`config.mk`:
```
export PLATFORM = sky130hd
export DESIGN_NAME = endpoint_core
export DESIGN_NICKNAME = d
export VERILOG_FILES = /design/src/endpoint_pkg.sv /design/src/endpoint_core.sv /design/src/pending_tracker.sv
export SDC_FILE = /design/constraint.sdc
export NUM_CORES = 1
export LEC_CHECK = 0
export ABC_AREA = 1
export BUFFER_PORTS_ARGS = -buffer_cell sky130_fd_sc_hd__buf_4
export CAP_MARGIN = 10
export CORE_AREA = 10 10 210 212
export CTS_CLUSTER_DIAMETER = 60
export DETAILED_ROUTE_END_ITERATION = 7
export DIE_AREA = 0 0 220 222
export PLACE_DENSITY = 0.71
export SETUP_SLACK_MARGIN = 0.02
export SLEW_MARGIN = 20
export SYNTH_ARGS = -nofsm -noshare
export SYNTH_HDL_FRONTEND = slang
export SYNTH_HIERARCHICAL = 1
export SYNTH_SLANG_ARGS = --single-unit
```
`constraint.sdc`:
```
create_clock -name CLK -period 11.8 [get_ports CLK]
set_input_delay 0.59 -clock CLK [delete_from_list [all_inputs] [get_ports CLK]]
set_output_delay 0.59 -clock CLK [all_outputs]
set_load 0.02 [all_outputs]
```
`src/endpoint_pkg.sv`:
```
// ============================================================
// Widths and field layouts
package endpoint_pkg;

	localparam int ADDR_W = 32;
	localparam int DATA_W = 32;
	localparam int PASID_W = 20;
	localparam int TAG_W = 8;
	localparam int BDF_W = 16;
	localparam int SPD_W = 7;
	localparam int MSI_VEC_W = 5;
	localparam int MAX_OUTSTANDING = 32;

	// Bit positions in the supported-speed vector (bit 0 is 2.5 GT/s).
	localparam int SPD_8G_BIT = 2;
	localparam int SPD_16G_BIT = 3;

	// Register sets present inside each extended capability.
	localparam logic [3:0] SEC_PCIE_REG_MASK = 4'hf;
	localparam logic [2:0] DLF_REG_MASK = 3'h7;
	localparam logic [6:0] PHY16_REG_MASK = 7'h7f;
	localparam logic [4:0] LMR_REG_MASK = 5'h1f;

	// ============================================================
	// Encodings and reset values
	localparam logic [1:0] PWR_D0 = 2'h0;
	localparam logic [2:0] CPL_SC = 3'h0;
	localparam logic [2:0] CPL_UR = 3'h1;
	localparam logic [7:0] INTR_PIN_NONE = 8'h00;

	// ============================================================
	// Timing
	localparam int CLK_PERIOD_NS = 50;
	localparam int FLR_HOLD_NS = 1000;
	localparam int FLR_CYCLES_RAW = (FLR_HOLD_NS + CLK_PERIOD_NS - 1) / CLK_PERIOD_NS;
	localparam int FLR_CYCLES = (FLR_CYCLES_RAW < 1) ? 1 : FLR_CYCLES_RAW;

	// ============================================================
	// Carriers
	typedef enum logic [2:0] {
		KIND_READ = 3'b001,
		KIND_WRITE = 3'b010,
		KIND_ATOMIC = 3'b100
	} req_kind_t;

	typedef enum logic [1:0] {
		SPACE_CFG = 2'h0,
		SPACE_MEM = 2'h1,
		SPACE_IO = 2'h2
	} space_t;

	typedef enum logic [1:0] {
		MSG_MSI = 2'b01,
		MSG_PME = 2'b10
	} msg_kind_t;

	typedef struct packed {
		req_kind_t kind;
		logic [ADDR_W-1:0] addr;
		logic [DATA_W-1:0] data;
		logic [TAG_W-1:0] tag;
		logic raw_dep;
		logic pasid_en;
		logic [PASID_W-1:0] pasid;
	} out_req_t;

	typedef struct packed {
		out_req_t req;
		logic [BDF_W-1:0] stream_id;
		logic substream_valid;
		logic [PASID_W-1:0] substream_id;
	} link_req_t;

	typedef struct packed {
		space_t space;
		logic write;
		logic [ADDR_W-1:0] addr;
		logic [DATA_W-1:0] data;
		logic [TAG_W-1:0] tag;
	} in_req_t;

	typedef struct packed {
		logic [TAG_W-1:0] tag;
		logic [2:0] status;
		logic [DATA_W-1:0] data;
	} cpl_t;

	typedef struct packed {
		msg_kind_t kind;
		logic [MSI_VEC_W-1:0] vector;
	} msg_t;

	typedef struct packed {
		logic sec_pcie;
		logic dl_feature;
		logic phy16;
		logic lane_margin;
		logic ats;
		logic pri;
		logic acs_ep;
		logic aer_ep;
		logic acs_rp;
		logic aer_rp;
		logic pm;
		logic flr;
		logic [3:0] sec_regs;
		logic [2:0] dlf_regs;
		logic [6:0] phy16_regs;
		logic [4:0] lmr_regs;
	} caps_t;

endpackage : endpoint_pkg

```
`src/endpoint_core.sv`:
```
`timescale 1ns/10ps
module endpoint_core
	import endpoint_pkg::*;
#(
	parameter bit PASID_SUPPORTED = 1'b1,
	parameter bit XLAT_CACHE = 1'b0,
	parameter bit PAGE_REQ = 1'b0,
	parameter bit MULTI_FUNC_P2P = 1'b0,
	parameter bit PEER_P2P = 1'b0,
	parameter int MAX_OUT = MAX_OUTSTANDING
) (
	// Clock and reset
	input wire logic CLK,
	input wire logic RST,
	// Configuration from the root port and the function
	input wire logic [SPD_W-1:0] SPEED_VEC,
	input wire logic [BDF_W-1:0] BDF,
	input wire logic SEC_BUS_RESET,
	input wire logic LINK_DISABLE,
	input wire logic BUS_MASTER_EN,
	input wire logic FLR_START,
	input wire logic PWR_WE,
	input wire logic [1:0] PWR_STATE_IN,
	input wire logic PME_ENABLE,
	// Outbound requests from the function
	input wire out_req_t UREQ,
	input wire logic UREQ_VALID,
	output logic UREQ_READY,
	// Outbound requests to the link
	output link_req_t LREQ,
	output logic LREQ_VALID,
	input wire logic LREQ_READY,
	// Responses to outbound requests
	input wire logic RSP_VALID,
	input wire logic RSP_WRITE,
	// Inbound requests from the link
	input wire in_req_t IN_REQ,
	input wire logic IN_VALID,
	output logic IN_READY,
	// Inbound requests to the function
	output in_req_t USR_IN_REQ,
	output logic USR_IN_VALID,
	input wire logic USR_IN_DONE,
	input wire logic [DATA_W-1:0] USR_IN_DATA,
	// Completions to the link
	output cpl_t CPL,
	output logic CPL_VALID,
	input wire logic CPL_READY,
	// Interrupt and wake messages
	input wire logic MSI_REQ,
	input wire logic [MSI_VEC_W-1:0] MSI_VEC,
	input wire logic WAKE_REQ,
	output msg_t MSG,
	output logic MSG_VALID,
	input wire logic MSG_READY,
	// Status
	output logic TXN_PENDING,
	output logic HOT_RESET,
	output logic FUNC_RESET,
	output logic [1:0] PWR_STATE,
	output logic [7:0] INTR_PIN,
	output caps_t CAPS
);
	localparam int FLR_W = $clog2(FLR_CYCLES + 1);
	localparam logic [FLR_W-1:0] FLR_LOAD = FLR_W'(FLR_CYCLES);

	if (MAX_OUT < 1) begin : g_bad_max_out
		$error("endpoint_core needs MAX_OUT of at least 1");
	end

	// ============================================================
	// State
	typedef enum logic [2:0] {
		OUT_IDLE = 3'b001,
		OUT_FENCE = 3'b010,
		OUT_SEND = 3'b100
	} out_st_t;

	typedef enum logic [2:0] {
		IN_IDLE = 3'b001,
		IN_WAIT = 3'b010,
		IN_CPL = 3'b100
	} in_st_t;

	typedef struct packed {
		out_st_t ost;
		out_req_t hold;
		logic ureq_ready;
		logic lreq_valid;
		link_req_t lreq;
		in_st_t ist;
		in_req_t inq;
		logic in_ready;
		logic usr_in_valid;
		logic cpl_valid;
		cpl_t cpl;
		logic msi_pend;
		logic [MSI_VEC_W-1:0] msi_vec;
		logic pme_pend;
		logic msg_valid;
		msg_t msg;
		logic hot_rst;
		logic [FLR_W-1:0] flr_cnt;
		logic func_rst;
		logic [1:0] pwr;
		logic txn_pend;
		logic [7:0] intr_pin;
		caps_t caps;
	} state_t;

	state_t st_q;
	state_t st_d;
	logic lreq_fire;
	logic rd_issue;
	logic wr_issue;
	logic rd_done;
	logic wr_done;
	logic rd_busy;
	logic rd_full;
	logic wr_busy;
	logic wr_full;
	logic spd8;
	logic spd16;

	function automatic logic read_like(input req_kind_t kind);
		return kind != KIND_WRITE;
	endfunction

	// Posted memory writes are the only inbound requests without a completion.
	function automatic logic needs_cpl(input in_req_t req);
		return !(req.space == SPACE_MEM && req.write);
	endfunction

	// ============================================================
	// Outstanding request tracking
	assign lreq_fire = st_q.lreq_valid && LREQ_READY;
	assign rd_issue = lreq_fire && read_like(st_q.lreq.req.kind);
	assign wr_issue = lreq_fire && !read_like(st_q.lreq.req.kind);
	assign rd_done = RSP_VALID && !RSP_WRITE;
	assign wr_done = RSP_VALID && RSP_WRITE;

	pending_tracker #(.DEPTH(MAX_OUT)) i_pending_tracker_rd (
		.clk(CLK),
		.rst(RST),
		.clr(st_q.func_rst),
		.issue(rd_issue),
		.done(rd_done),
		.busy(rd_busy),
		.full(rd_full)
	);

	pending_tracker #(.DEPTH(MAX_OUT)) i_pending_tracker_wr (
		.clk(CLK),
		.rst(RST),
		.clr(st_q.func_rst),
		.issue(wr_issue),
		.done(wr_done),
		.busy(wr_busy),
		.full(wr_full)
	);

	assign spd8 = |SPEED_VEC[SPD_W-1:SPD_8G_BIT];
	assign spd16 = |SPEED_VEC[SPD_W-1:SPD_16G_BIT];

	// ============================================================
	// Next state
	always_comb begin
		st_d = st_q;
		st_d.intr_pin = INTR_PIN_NONE;
		st_d.txn_pend = rd_busy || wr_busy;

		// Capability presence follows the declared speeds and features.
		st_d.caps.sec_pcie = spd8;
		st_d.caps.sec_regs = spd8 ? SEC_PCIE_REG_MASK : 4'h0;
		st_d.caps.dl_feature = spd16;
		st_d.caps.phy16 = spd16;
		st_d.caps.lane_margin = spd16;
		st_d.caps.dlf_regs = spd16 ? DLF_REG_MASK : 3'h0;
		st_d.caps.phy16_regs = spd16 ? PHY16_REG_MASK : 7'h00;
		st_d.caps.lmr_regs = spd16 ? LMR_REG_MASK : 5'h00;
		st_d.caps.ats = XLAT_CACHE;
		st_d.caps.pri = PAGE_REQ;
		st_d.caps.acs_ep = MULTI_FUNC_P2P;
		st_d.caps.aer_ep = MULTI_FUNC_P2P;
		st_d.caps.acs_rp = PEER_P2P;
		st_d.caps.aer_rp = PEER_P2P;
		st_d.caps.pm = 1'b1;
		st_d.caps.flr = 1'b1;

		// Reset sources.
		st_d.hot_rst = SEC_BUS_RESET || LINK_DISABLE;
		if (FLR_START) begin
			st_d.flr_cnt = FLR_LOAD;
		end else if (st_q.flr_cnt != '0) begin
			st_d.flr_cnt = st_q.flr_cnt - 1'b1;
		end
		st_d.func_rst = st_q.hot_rst || (st_q.flr_cnt != '0);

		if (PWR_WE) begin
			st_d.pwr = PWR_STATE_IN;
		end

		// Outbound path: one request held at a time keeps issue in order; up to MAX_OUT reads and atomics together and MAX_OUT writes may be outstanding.
		case (st_q.ost)
			OUT_IDLE: begin
				st_d.ureq_ready = 1'b1;
				if (UREQ_VALID && st_q.ureq_ready) begin
					st_d.hold = UREQ;
					st_d.ureq_ready = 1'b0;
					st_d.ost = OUT_FENCE;
				end
			end
			OUT_FENCE: begin
				// A dependent read waits until every earlier write is answered.
				if (BUS_MASTER_EN && st_q.pwr == PWR_D0 &&
						!(read_like(st_q.hold.kind) && st_q.hold.raw_dep && wr_busy) &&
						!(read_like(st_q.hold.kind) ? rd_full : wr_full)) begin
					st_d.lreq.req = st_q.hold;
					st_d.lreq.stream_id = BDF;
					st_d.lreq.substream_valid = PASID_SUPPORTED && st_q.hold.pasid_en;
					st_d.lreq.substream_id = st_q.hold.pasid;
					st_d.lreq_valid = 1'b1;
					st_d.ost = OUT_SEND;
				end
			end
			OUT_SEND: begin
				if (lreq_fire) begin
					st_d.lreq_valid = 1'b0;
					st_d.ureq_ready = 1'b1;
					st_d.ost = OUT_IDLE;
				end
			end
			default: begin
				st_d.ost = OUT_IDLE;
				st_d.lreq_valid = 1'b0;
				st_d.ureq_ready = 1'b0;
			end
		endcase

		// Inbound path: one access at a time, answered (a posted write only handed to the function) before the next.
		case (st_q.ist)
			IN_IDLE: begin
				st_d.in_ready = 1'b1;
				if (IN_VALID && st_q.in_ready) begin
					st_d.inq = IN_REQ;
					st_d.in_ready = 1'b0;
					if (IN_REQ.space == SPACE_IO) begin
						st_d.cpl = '{tag: IN_REQ.tag, status: CPL_UR, data: '0};
						st_d.cpl_valid = 1'b1;
						st_d.ist = IN_CPL;
					end else begin
						st_d.usr_in_valid = 1'b1;
						st_d.ist = IN_WAIT;
					end
				end
			end
			IN_WAIT: begin
				if (USR_IN_DONE) begin
					st_d.usr_in_valid = 1'b0;
					if (needs_cpl(st_q.inq)) begin
						st_d.cpl.tag = st_q.inq.tag;
						st_d.cpl.status = CPL_SC;
						st_d.cpl.data = st_q.inq.write ? '0 : USR_IN_DATA;
						st_d.cpl_valid = 1'b1;
						st_d.ist = IN_CPL;
					end else begin
						st_d.ist = IN_IDLE;
					end
				end
			end
			IN_CPL: begin
				if (CPL_READY && st_q.cpl_valid) begin
					st_d.cpl_valid = 1'b0;
					st_d.ist = IN_IDLE;
				end
			end
			default: begin
				st_d.ist = IN_IDLE;
				st_d.in_ready = 1'b0;
				st_d.usr_in_valid = 1'b0;
				st_d.cpl_valid = 1'b0;
			end
		endcase

		// Messages: wake first, interrupts only in D0. A second interrupt
		// before the first is sent overwrites its vector; one slot saves area.
		if (st_q.msg_valid && MSG_READY) begin
			st_d.msg_valid = 1'b0;
		end else if (!st_q.msg_valid) begin
			if (st_q.pme_pend) begin
				st_d.msg = '{kind: MSG_PME, vector: '0};
				st_d.msg_valid = 1'b1;
				st_d.pme_pend = 1'b0;
			end else if (st_q.msi_pend && st_q.pwr == PWR_D0) begin
				st_d.msg = '{kind: MSG_MSI, vector: st_q.msi_vec};
				st_d.msg_valid = 1'b1;
				st_d.msi_pend = 1'b0;
			end
		end
		// New events are taken after the clears so that the set wins.
		if (MSI_REQ) begin
			st_d.msi_pend = 1'b1;
			st_d.msi_vec = MSI_VEC;
		end
		if (WAKE_REQ && PME_ENABLE) begin
			st_d.pme_pend = 1'b1;
		end

		// Function reset aborts both paths and returns the function to D0.
		if (st_q.func_rst) begin
			st_d.ost = OUT_IDLE;
			st_d.ureq_ready = 1'b0;
			st_d.lreq_valid = 1'b0;
			st_d.ist = IN_IDLE;
			st_d.in_ready = 1'b0;
			st_d.usr_in_valid = 1'b0;
			st_d.cpl_valid = 1'b0;
			st_d.msi_pend = 1'b0;
			st_d.pme_pend = 1'b0;
			st_d.msg_valid = 1'b0;
			st_d.pwr = PWR_D0;
		end
	end

	always_ff @(posedge CLK or posedge RST) begin
		if (RST) begin
			st_q <= '0;
			st_q.ost <= OUT_IDLE;
			st_q.ist <= IN_IDLE;
		end else begin
			st_q <= st_d;
		end
	end

	// ============================================================
	// Outputs
	assign UREQ_READY = st_q.ureq_ready;
	assign LREQ = st_q.lreq;
	assign LREQ_VALID = st_q.lreq_valid;
	assign IN_READY = st_q.in_ready;
	assign USR_IN_REQ = st_q.inq;
	assign USR_IN_VALID = st_q.usr_in_valid;
	assign CPL = st_q.cpl;
	assign CPL_VALID = st_q.cpl_valid;
	assign MSG = st_q.msg;
	assign MSG_VALID = st_q.msg_valid;
	assign TXN_PENDING = st_q.txn_pend;
	assign HOT_RESET = st_q.hot_rst;
	assign FUNC_RESET = st_q.func_rst;
	assign PWR_STATE = st_q.pwr;
	assign INTR_PIN = st_q.intr_pin;
	assign CAPS = st_q.caps;
endmodule // endpoint_core

```
`src/pending_tracker.sv`:
```
`timescale 1ns/10ps
// ============================================================
// Outstanding request counter
module pending_tracker
	import endpoint_pkg::*;
#(
	parameter int DEPTH = MAX_OUTSTANDING
) (
	// Clock and reset
	input wire logic clk,
	input wire logic rst,
	// Counting events
	input wire logic clr,
	input wire logic issue,
	input wire logic done,
	// Status
	output logic busy,
	output logic full
);
	localparam int CW = $clog2(DEPTH + 1);
	localparam logic [CW-1:0] CNT_MAX = CW'(DEPTH);

	typedef struct packed {
		logic [CW-1:0] cnt;
		logic busy;
		logic full;
	} trk_t;

	trk_t st_q;
	trk_t st_d;
	logic inc;
	logic dec;

	if (DEPTH < 1) begin : g_bad_depth
		$error("pending_tracker needs DEPTH of at least 1");
	end

	// An issue while full is dropped; the owner gates issue with full.
	assign inc = issue && (st_q.cnt != CNT_MAX);
	// A stray response with nothing outstanding must not wrap the count.
	assign dec = done && (st_q.cnt != '0);

	always_comb begin
		st_d = st_q;
		if (clr) begin
			st_d.cnt = '0;
		end else if (inc && !dec) begin
			st_d.cnt = st_q.cnt + 1'b1;
		end else if (dec && !inc) begin
			st_d.cnt = st_q.cnt - 1'b1;
		end
		st_d.busy = (st_d.cnt != '0);
		st_d.full = (st_d.cnt == CNT_MAX);
	end

	always_ff @(posedge clk or posedge rst) begin
		if (rst) begin
			st_q <= '0;
		end else begin
			st_q <= st_d;
		end
	end

	assign busy = st_q.busy;
	assign full = st_q.full;
endmodule // pending_tracker

```
==> results.cfg, run 1 <==
[drt]
dr.max_layer_used = met5
vias_per_cell = 4.74
wirelength_um = 49300
wl_per_cell_um = 17.4
wl_met1_um = 18500
detailroute.wirelength.met2_um = 24200
drt_pass1_iterations = 6
detail-route-antenna-nets = 0
drc_errors = 0
dr_total_vias = 13452
wl_met3_um = 5440
dr.first_iter.drc_count = 854

[floorplanning]
rows = 73
core-area_mm2 = 0.0396
die-area_mm2 = 0.0488
start_util_pct = 45.8
ios = 561
dieWidth_um = 220
die_height_um = 222

[synthesis]
yosysUniqueCellTypes = 36
synth_area_leader_cell = dfrtp_1
yosys_warnings = 6
synth-main-ff-cell = dfrtp_1
netlist_area_mm2 = 0.0181
synth-edff-count = 0
synthArstFlopShare_pct = 100
synth.avg_cell_area_um2 = 8.84
yosysTopAreaCellShare_pct = 52.3
ys_ff_latch = 381
synthTopCellsByArea = dfrtp_1 52%, buf_4 13%, nand2_1 9.3%, inv_1 4.0%, nand3_1 3.6%
synthesis.instances = 2052
ys_seq_area_share_pct = 52.6

[place]
gp_congestion = 0.841
hpwlAfterDp_um = 37100
port_buffers = 542

[power_and_ir_drop]
power_leakage_nw = 11.9
ir_drop_uv = 120
pwr-share-comb_pct = 8.7
p_per_area_mw_per_mm2 = 137
p_sw_mw = 0.711
p_clk_share_pct = 44.5
swShare_pct = 23.9
p_seq_share_pct = 46.9
intPower_mw = 2.26

[layout]
area_delta_synth_final_pct = 19.3
fin_nets = 2541
mostFrequentLayoutCells = 553 x buf_4, 450 x nand2_1, 379 x dfrtp_1
final_util_pct = 54.6
final_common_cell = buf_4
drive_above_1_share_pct = 30.1
fillCellCount = 3578

[status]
status = completed

[cts]
root_buffer = clkbuf_16
cts_resized = 0
h-tree-depth = 2
clk_latency_ns = 0.58
clock_sinks = 381
cts_buffers = 42
clk_path_buf_depth = 3
cts_setup_buffers = 0
path_clk_slew_ns = 0.06
tritoncts = done

[critical_path]
startpoint = RST
r2r-end = LREQ[65]
r2r_slack_ns = 8.74
crit_required_ns = 12.39
critPathLaunchType = input port
worstSetupEndpointType = async pin
crit_path_max_fanout = 125
rr_startpoint = st_q[418]
critPathKind = input port to async pin
critPathCapture = LREQ[82]
cp.arrival_ns = 4.11
r2r.worst_path.cells = 8

[global_routing]
antenna_found_initial = 3
track_usage_pct = 19.7
grt_pass1_wl_um = 76700
grt_max_degree = 131
overflow = 0
grt_pass1_vias = 13522

[timing]
fmax_mhz = 285
worst_pin_slew_ns = 0.978
fin_tns_setup_ns = 0
period_minus_slack_ns = 3.51
timing.slew.headroom_pct = 34.8
rsz0062_at_grt = no
setup_viol = 0
finalClockSkew_ns = 0.0184
drv_slew = 0
fin_crit_sh_pct = 29.8
hold_viol = 0

[hold_path]
hp-class = input port to flop

[flow_run]
drv_cap = 0
synthesized netlist by cell type, types with 7 or more instances:
cell,count
clkbuf_1,23
nand2_1,452
o21ai_1,41
nor2_1,137
nor2_4,7
ha_1,8
inv_1,194
xor2_1,7
buf_2,23
o21ai_0,123
buf_4,310
dfrtp_1,379
o21ai_2,30
buf_6,23
a21oi_1,110
nand3_1,129
critical path, cell delays in order:
cell and delay [ns]:
dlygate4sd3_1 0.54, buf_4 0.17, inv_8 0.56, buf_4 0.58, buf_4 0.75, buf_4 0.79
how the worst min path moves through the flow:
stage          slack [ns]  cells past startpoint                        end                      start
6_report             0.21                      2                   st_q[44]                  FLR_START
5_1_grt              0.19                      2                   st_q[44]                  FLR_START
4_1_cts              0.17                      2                   st_q[44]                  FLR_START
3_5_place_dp         0.43                      1                TXN_PENDING  i_pending_tracker_rd/busy
3_3_place_gp         0.43                      1                TXN_PENDING  i_pending_tracker_rd/busy
2_1_floorplan        0.41                      1  i_pending_tracker_rd/busy                        RST
metal layers:
metal  up-vias  global-route usage (%)
li1       6563                       -
met1      6327                    22.2
met2       486                    33.1
met3        74                    8.06
met4         2                    6.19
met5         -                       0
per-stage QoR:
stage / power [mW] / area (µm²) / hold WS (ns) / worst slack (ns) / instances
final: 2.97 / 21700 / 0.211 / 8.29 / 2839
after CTS: 3.01 / 21600 / 0.171 / 8.09 / 2837
after global routing: 3.10 / 21700 / 0.188 / 7.77 / 2839
after global placement: 1.67 / 20200 / 0.429 / 8.05 / 2761
after detailed placement: 1.67 / 20200 / 0.430 / 8.03 / 2761
after floorplan: 1.57 / 18200 / 0.406 / 1.08 / 2067
flip-flops by register name, indices dropped and copies added, names as in the netlist, 2 cells and up:
signal / count
CPL: 41
MSG: 7
i_pending_tracker_rd/st_q: 6
i_pending_tracker_wr/st_q: 6
st_q: 115
USR_IN_REQ: 75
PWR_STATE: 2
CAPS: 3
LREQ: 113
area by class of cell:
cell class	count	area, µm²	area share (%)
flip-flops and latches	381	9540	44.0
multi-input cells	1101	5120	23.7
repair buffers	555	4170	19.3
clock buffers	63	1240	5.73
inverters	200	758	3.50
well taps	525	657	3.03
clock inverters	12	165	0.763
diodes	2	5.00	0.0231
logic make-up after synthesis:
| family | after synthesis | synth area share, % |
|---|---|---|
| adder cells (fa/ha/maj) | 8 | 0.552 |
| flip-flops | 381 | 52.6 |
| AO/OA/AOI/OAI | 308 | 9.18 |
| XOR/XNOR | 7 | 0.338 |
| other | 2 | 0.0414 |
| AND/OR/NAND/NOR | 761 | 17.7 |
| buffers and inverters | 585 | 19.6 |
power groups by stage:
stage | registers, mW | clock network, mW | logic (mW)
floorplan | 1.41 | 0 | 0.164
global placement | 1.41 | 0 | 0.255
detailed placement | 1.41 | 0 | 0.261
CTS | 1.39 | 1.36 | 0.262
global route | 1.40 | 1.42 | 0.286
finish | 1.39 | 1.32 | 0.257
repair_timing:
action                                  in CTS  in global routing
hold buffers                                 1                  0
hold endpoints to repair                     1                  0
endpoints found under the setup margin       0                  0
No activity file was read; power rests on OpenSTA's default activity.
==> inputs of run 2 (changes only) <==
--- a/config.mk
+++ b/config.mk
@@ -8,11 +8,11 @@
 export ABC_AREA = 1
 export BUFFER_PORTS_ARGS = -buffer_cell sky130_fd_sc_hd__buf_4
 export CAP_MARGIN = 10
-export CORE_AREA = 10 10 210 212
+export CORE_MARGIN = 10
+export CORE_UTILIZATION = 47
 export CTS_CLUSTER_DIAMETER = 60
 export DETAILED_ROUTE_END_ITERATION = 7
-export DIE_AREA = 0 0 220 222
-export PLACE_DENSITY = 0.71
+export PLACE_DENSITY = 0.76
 export SETUP_SLACK_MARGIN = 0.02
 export SLEW_MARGIN = 20
 export SYNTH_ARGS = -nofsm -noshare
==> constraint.sdc (replaced) <==
create_clock -name CLK -period 2.9 [get_ports CLK]
set_input_delay 0.145 -clock CLK [delete_from_list [all_inputs] [get_ports CLK]]
set_output_delay 0.145 -clock CLK [all_outputs]
set_load 0.02 [all_outputs]
==> results.cfg, run 2 (synthesis results as in run 1) <==
[status]
status = completed

[cts]
clk_latency_ns = 0.56
h-tree-depth = 2
clock_sinks = 381
root_buffer = clkbuf_16
path_clk_slew_ns = 0.06
cts_setup_buffers = 0
clk_path_buf_depth = 3
tritoncts = done
cts_buffers = 41

[timing]
drv_slew = 0
fmax_mhz = 426
rsz0062_at_grt = no
timing.slew.headroom_pct = 19.2
finalClockSkew_ns = 0.0253
period_minus_slack_ns = 2.35
worst_hold_slack_ns = 0.0607
fin_crit_sh_pct = 81.0
hold_viol = 0
worst_pin_slew_ns = 1.21
worst_slack_ns = 0.551
setup_viol = 0

[global_routing]
grt_pass1_vias = 16386
overflow = 0
grt_max_degree = 227
grt_pass1_wl_um = 92000
track_usage_pct = 24.5
antenna_found_initial = 5

[drt]
wl_per_cell_um = 19.3
wl_met3_um = 4760
detail-route-antenna-nets = 0
dr.first_iter.drc_count = 1357
drt_pass1_iterations = 5
vias_per_cell = 4.96
drc_errors = 0
wl_met1_um = 22300
dr_total_vias = 15357
dr.max_layer_used = met4
detailroute.wirelength.met2_um = 30200
wirelength_um = 59700

[layout]
mostFrequentLayoutCells = 561 x buf_4, 450 x nand2_1, 379 x dfrtp_1
stdcell_area_mm2 = 0.0243
final_common_cell = buf_4
area_delta_synth_final_pct = 33.9
fin_nets = 2809
regMostFlops = st_q
fillCellCount = 2723
largest_register_ffs = 115
drive_above_1_share_pct = 27.5
seq_area_mm2 = 0.00954
final_util_pct = 64.2
multi_input_area_mm2 = 0.00512

[floorplanning]
core-area_mm2 = 0.0378
die-area_mm2 = 0.0469
ios = 561
start_util_pct = 48.0
die_height_um = 217
rows = 71
dieWidth_um = 217

[power_and_ir_drop]
ir_drop_uv = 499
power.total_mw = 12.2
power_leakage_nw = 13.0
p_per_area_mw_per_mm2 = 502

[place]
hpwlAfterDp_um = 37400
port_buffers = 542
dpl_worst_slack_ns = 0.809
gp_congestion = 0.854
placed_cell_area_mm2 = 0.0204

[critical_path]
crit_slowest_cell = buf_12
critPathKind = flop to flop
critPathMostFrequentCell = nand2_1
startpoint = st_q[418]
crit_path_max_fanout = 226
rr_startpoint = st_q[418]
crit_required_ns = 3.25
cpPeakStageDelay_ns = 0.45
cp.arrival_ns = 2.70
critPathLaunchType = flop
worstSetupEndpointType = flop
path_cells = inv_1, nand3_1, nand2_1, nand2_1, nand3_4, buf_12, o21ai_0

[hold_path]
hp-class = input port to flop
hold_start = UREQ_VALID

[flow_run]
drv_cap = 0
[run 2: cell count changes in the layout (fill, tap and decap cells not counted), moves of 2 or more]
cell and delta:
clkinvlp_4 +3, clkinv_2 +2, diode_2 +3, buf_12 +7, dlygate4sd3_1 +255, buf_4 +8, bufinv_16 -2, inv_16 -2
inv_8 -2
[run 2: worst paths after layout]
path,endpoint,slack [ns],cells past startpoint
worst max-delay path,LREQ[107],0.55,7
worst min-delay path,st_q[422],0.06,5
worst max register to register,LREQ[107],0.55,7
worst min register to register,TXN_PENDING,0.44,1
max in group asynchronous,st_q[352],1.76,4
min in group asynchronous,i_pending_tracker_rd/st_q[5],0.15,3
[run 2: metrics by stage]
stage	std cells	setup TNS (ns)
after floorplan	2067	-778.27
after global placement	2761	0
after detailed placement	2761	0
after CTS	3092	0
after global routing	3097	0
final	3097	0
[run 2: layer usage]
layer / vias up / global-route usage (%)
met5: - / 0
met4: 0 / 11.6
met3: 162 / 6.80
met2: 710 / 42.6
met1: 7373 / 27.2
li1: 7112 / -
[run 2: critical path: cells and delay by family, from the launching register on]
kind / cells / cell delay (ns)
buffers and inverters: 2 / 0.56
AOI/OAI and AO/OA: 1 / 0.30
DFF: 1 / 0.36
and+or+nand+nor: 4 / 0.51
[run 2: cell type report]
class                   count  share of cell area [%]
flip-flops and latches    381                    39.2
repair buffers            824                    28.5
multi-input cells        1101                    21.1
clock buffers              63                    5.06
inverters                 200                    3.10
well taps                 511                    2.63
clock inverters            12                   0.391
diodes                      5                  0.0515
[run 2: repair_timing]
action / 4_1_cts / 5_1_grt
gates resized for setup: 0 / 0
hold buffers: 256 / 0
endpoints found under the hold margin: 276 / 0
[run 2: where the power goes]
group	switching [mW]	internal [mW]
Sequential	0.123	5.55
Clock	2.17	2.94
Combinational	0.716	0.703
==> inputs of run 3 (changes only) <==
==> constraint.sdc (replaced) <==
create_clock -name CLK -period 2.01 [get_ports CLK]
set_input_delay 0.1005 -clock CLK [delete_from_list [all_inputs] [get_ports CLK]]
set_output_delay 0.1005 -clock CLK [all_outputs]
set_load 0.02 [all_outputs]
==> results.cfg, run 3 (synthesis results as in run 1) <==
[layout]
drive_above_1_share_pct = 28.2
regMostFlops = st_q
area_delta_synth_final_pct = 36.0
fin_cells = 3116
final_util_pct = 65.2
multi_input_area_mm2 = 0.00520
fillCellCount = 2694
seq_area_mm2 = 0.00954
fin_nets = 2832
largest_register_ffs = 115
mostFrequentLayoutCells = 568 x buf_4, 448 x nand2_1, 379 x dfrtp_1
final_common_cell = buf_4

[status]
status = completed

[timing]
worst_pin_slew_ns = 0.582
setup_viol = 0
fmax_mhz = 520
hold_viol = 0
fin_crit_sh_pct = 95.7
finalClockSkew_ns = 0.0324
timing.slew.headroom_pct = 61.2
period_minus_slack_ns = 1.92
drv_slew = 0

[power_and_ir_drop]
p_per_area_mw_per_mm2 = 722
ir_drop_uv = 596
power.total_mw = 17.8
power_leakage_nw = 13.1

[floorplanning]
core-area_mm2 = 0.0378
dieWidth_um = 217
die_height_um = 217
ios = 561
rows = 71
start_util_pct = 48.0
die-area_mm2 = 0.0469

[drt]
vias_per_cell = 5.02
wirelength_um = 60300
drt_pass1_iterations = 8
dr.first_iter.drc_count = 1263
drc_errors = 0
wl_per_cell_um = 19.3
dr_total_vias = 15648
detail-route-antenna-nets = 0

[global_routing]
grt_pass1_vias = 16361
track_usage_pct = 24.4
overflow = 0
grt_max_degree = 114
grt_pass1_wl_um = 91900
antenna_found_initial = 6

[place]
gp_congestion = 0.878
port_buffers = 542
placedCellCount = 2768
hpwlAfterDp_um = 37800

[flow_run]
drv_cap = 0

[cts]
cts_buffers = 43
clock_sinks = 381
clk_path_buf_depth = 3
path_clk_slew_ns = 0.06
root_buffer = clkbuf_16
clk_latency_ns = 0.56
tritoncts = done
h-tree-depth = 2

[hold_path]
hp-class = input port to async pin

[critical_path]
crit_required_ns = 2.45
critPathKind = flop to flop
cp.arrival_ns = 2.37
crit_path_max_fanout = 6
worstSetupEndpointType = flop
critPathLaunchType = flop
==> run 3: area by class of cell <==
type / count / area share, %
Sequential cell: 381 / 38.6
Timing Repair Buffer: 843 / 29.1
Multi-Input combinational cell: 1103 / 21.1
Clock buffer: 64 / 5.21
Inverter: 200 / 3.06
Tap cell: 511 / 2.59
Clock inverter: 8 / 0.299
Antenna cell: 6 / 0.0608
==> run 3: worst paths after layout <==
kind | endpoint | start | slack, ns | depth (start not counted)
min in group CLK | st_q[186] | USR_IN_DONE | 0.14 | 4
worst min register to register | TXN_PENDING | i_pending_tracker_rd/busy | 0.44 | 1
worst max-delay path | i_pending_tracker_wr/full | LREQ[133] | 0.09 | 11
worst min-delay path | i_pending_tracker_rd/full | RST | 0.14 | 3
max in group asynchronous | LREQ[96] | RST | 0.91 | 4
worst max register to register | i_pending_tracker_wr/full | LREQ[133] | 0.09 | 11
==> run 3: power breakdown <==
group	leakage, nW	switching, mW	internal (mW)	total (mW)
Clock	0.663	3.16	4.43	7.59
Sequential	4.67	0.176	8.01	8.18
Combinational	7.82	1.02	1.02	2.04
==> run 3: metrics by stage <==
stage / cell area [µm²] / worst slack (ns) / hold WS [ns] / TNS (ns)
after floorplan: 18200 / -2.99 / -0.0838 / -1086.88
after global placement: 20500 / 0.0561 / 0.0982 / 0
after detailed placement: 20500 / 0.0137 / 0.106 / 0
after CTS: 24500 / 0.0276 / 0.0119 / 0
after global routing: 24700 / -0.0288 / 0.153 / -0.0499
final: 24700 / 0.0869 / 0.139 / 0
==> run 3: layer usage <==
layer / up-vias / global-route usage [%] / share of wire, %
li1: 7161 / - / -
met1: 7558 / 27.0 / 37
met2: 785 / 42.6 / 51
met3: 144 / 7.28 / 8.7
met4: 0 / 10.5 / 3.5
met5: - / 0 / 0
==> run 3: critical path, cell delays in order, from the launching register on <==
cell	delay, ns
dfrtp_1	0.38
or3b_4	0.43
nor2_4	0.13
inv_1	0.07
nor2_4	0.24
nand3_2	0.12
nand3_1	0.12
nand3_2	0.10
nand2_2	0.09
inv_1	0.05
nand2_1	0.06
nor2_1	0.04
==> run 3: repair_timing <==
action                                 CTS  global route
endpoints found under the hold margin  395             1
cloned                                   0             2
setup buffers                            0             9
setup endpoints to repair                2           142
hold buffers                           258             2
pin swaps                                1             8
resized for setup                        0            14
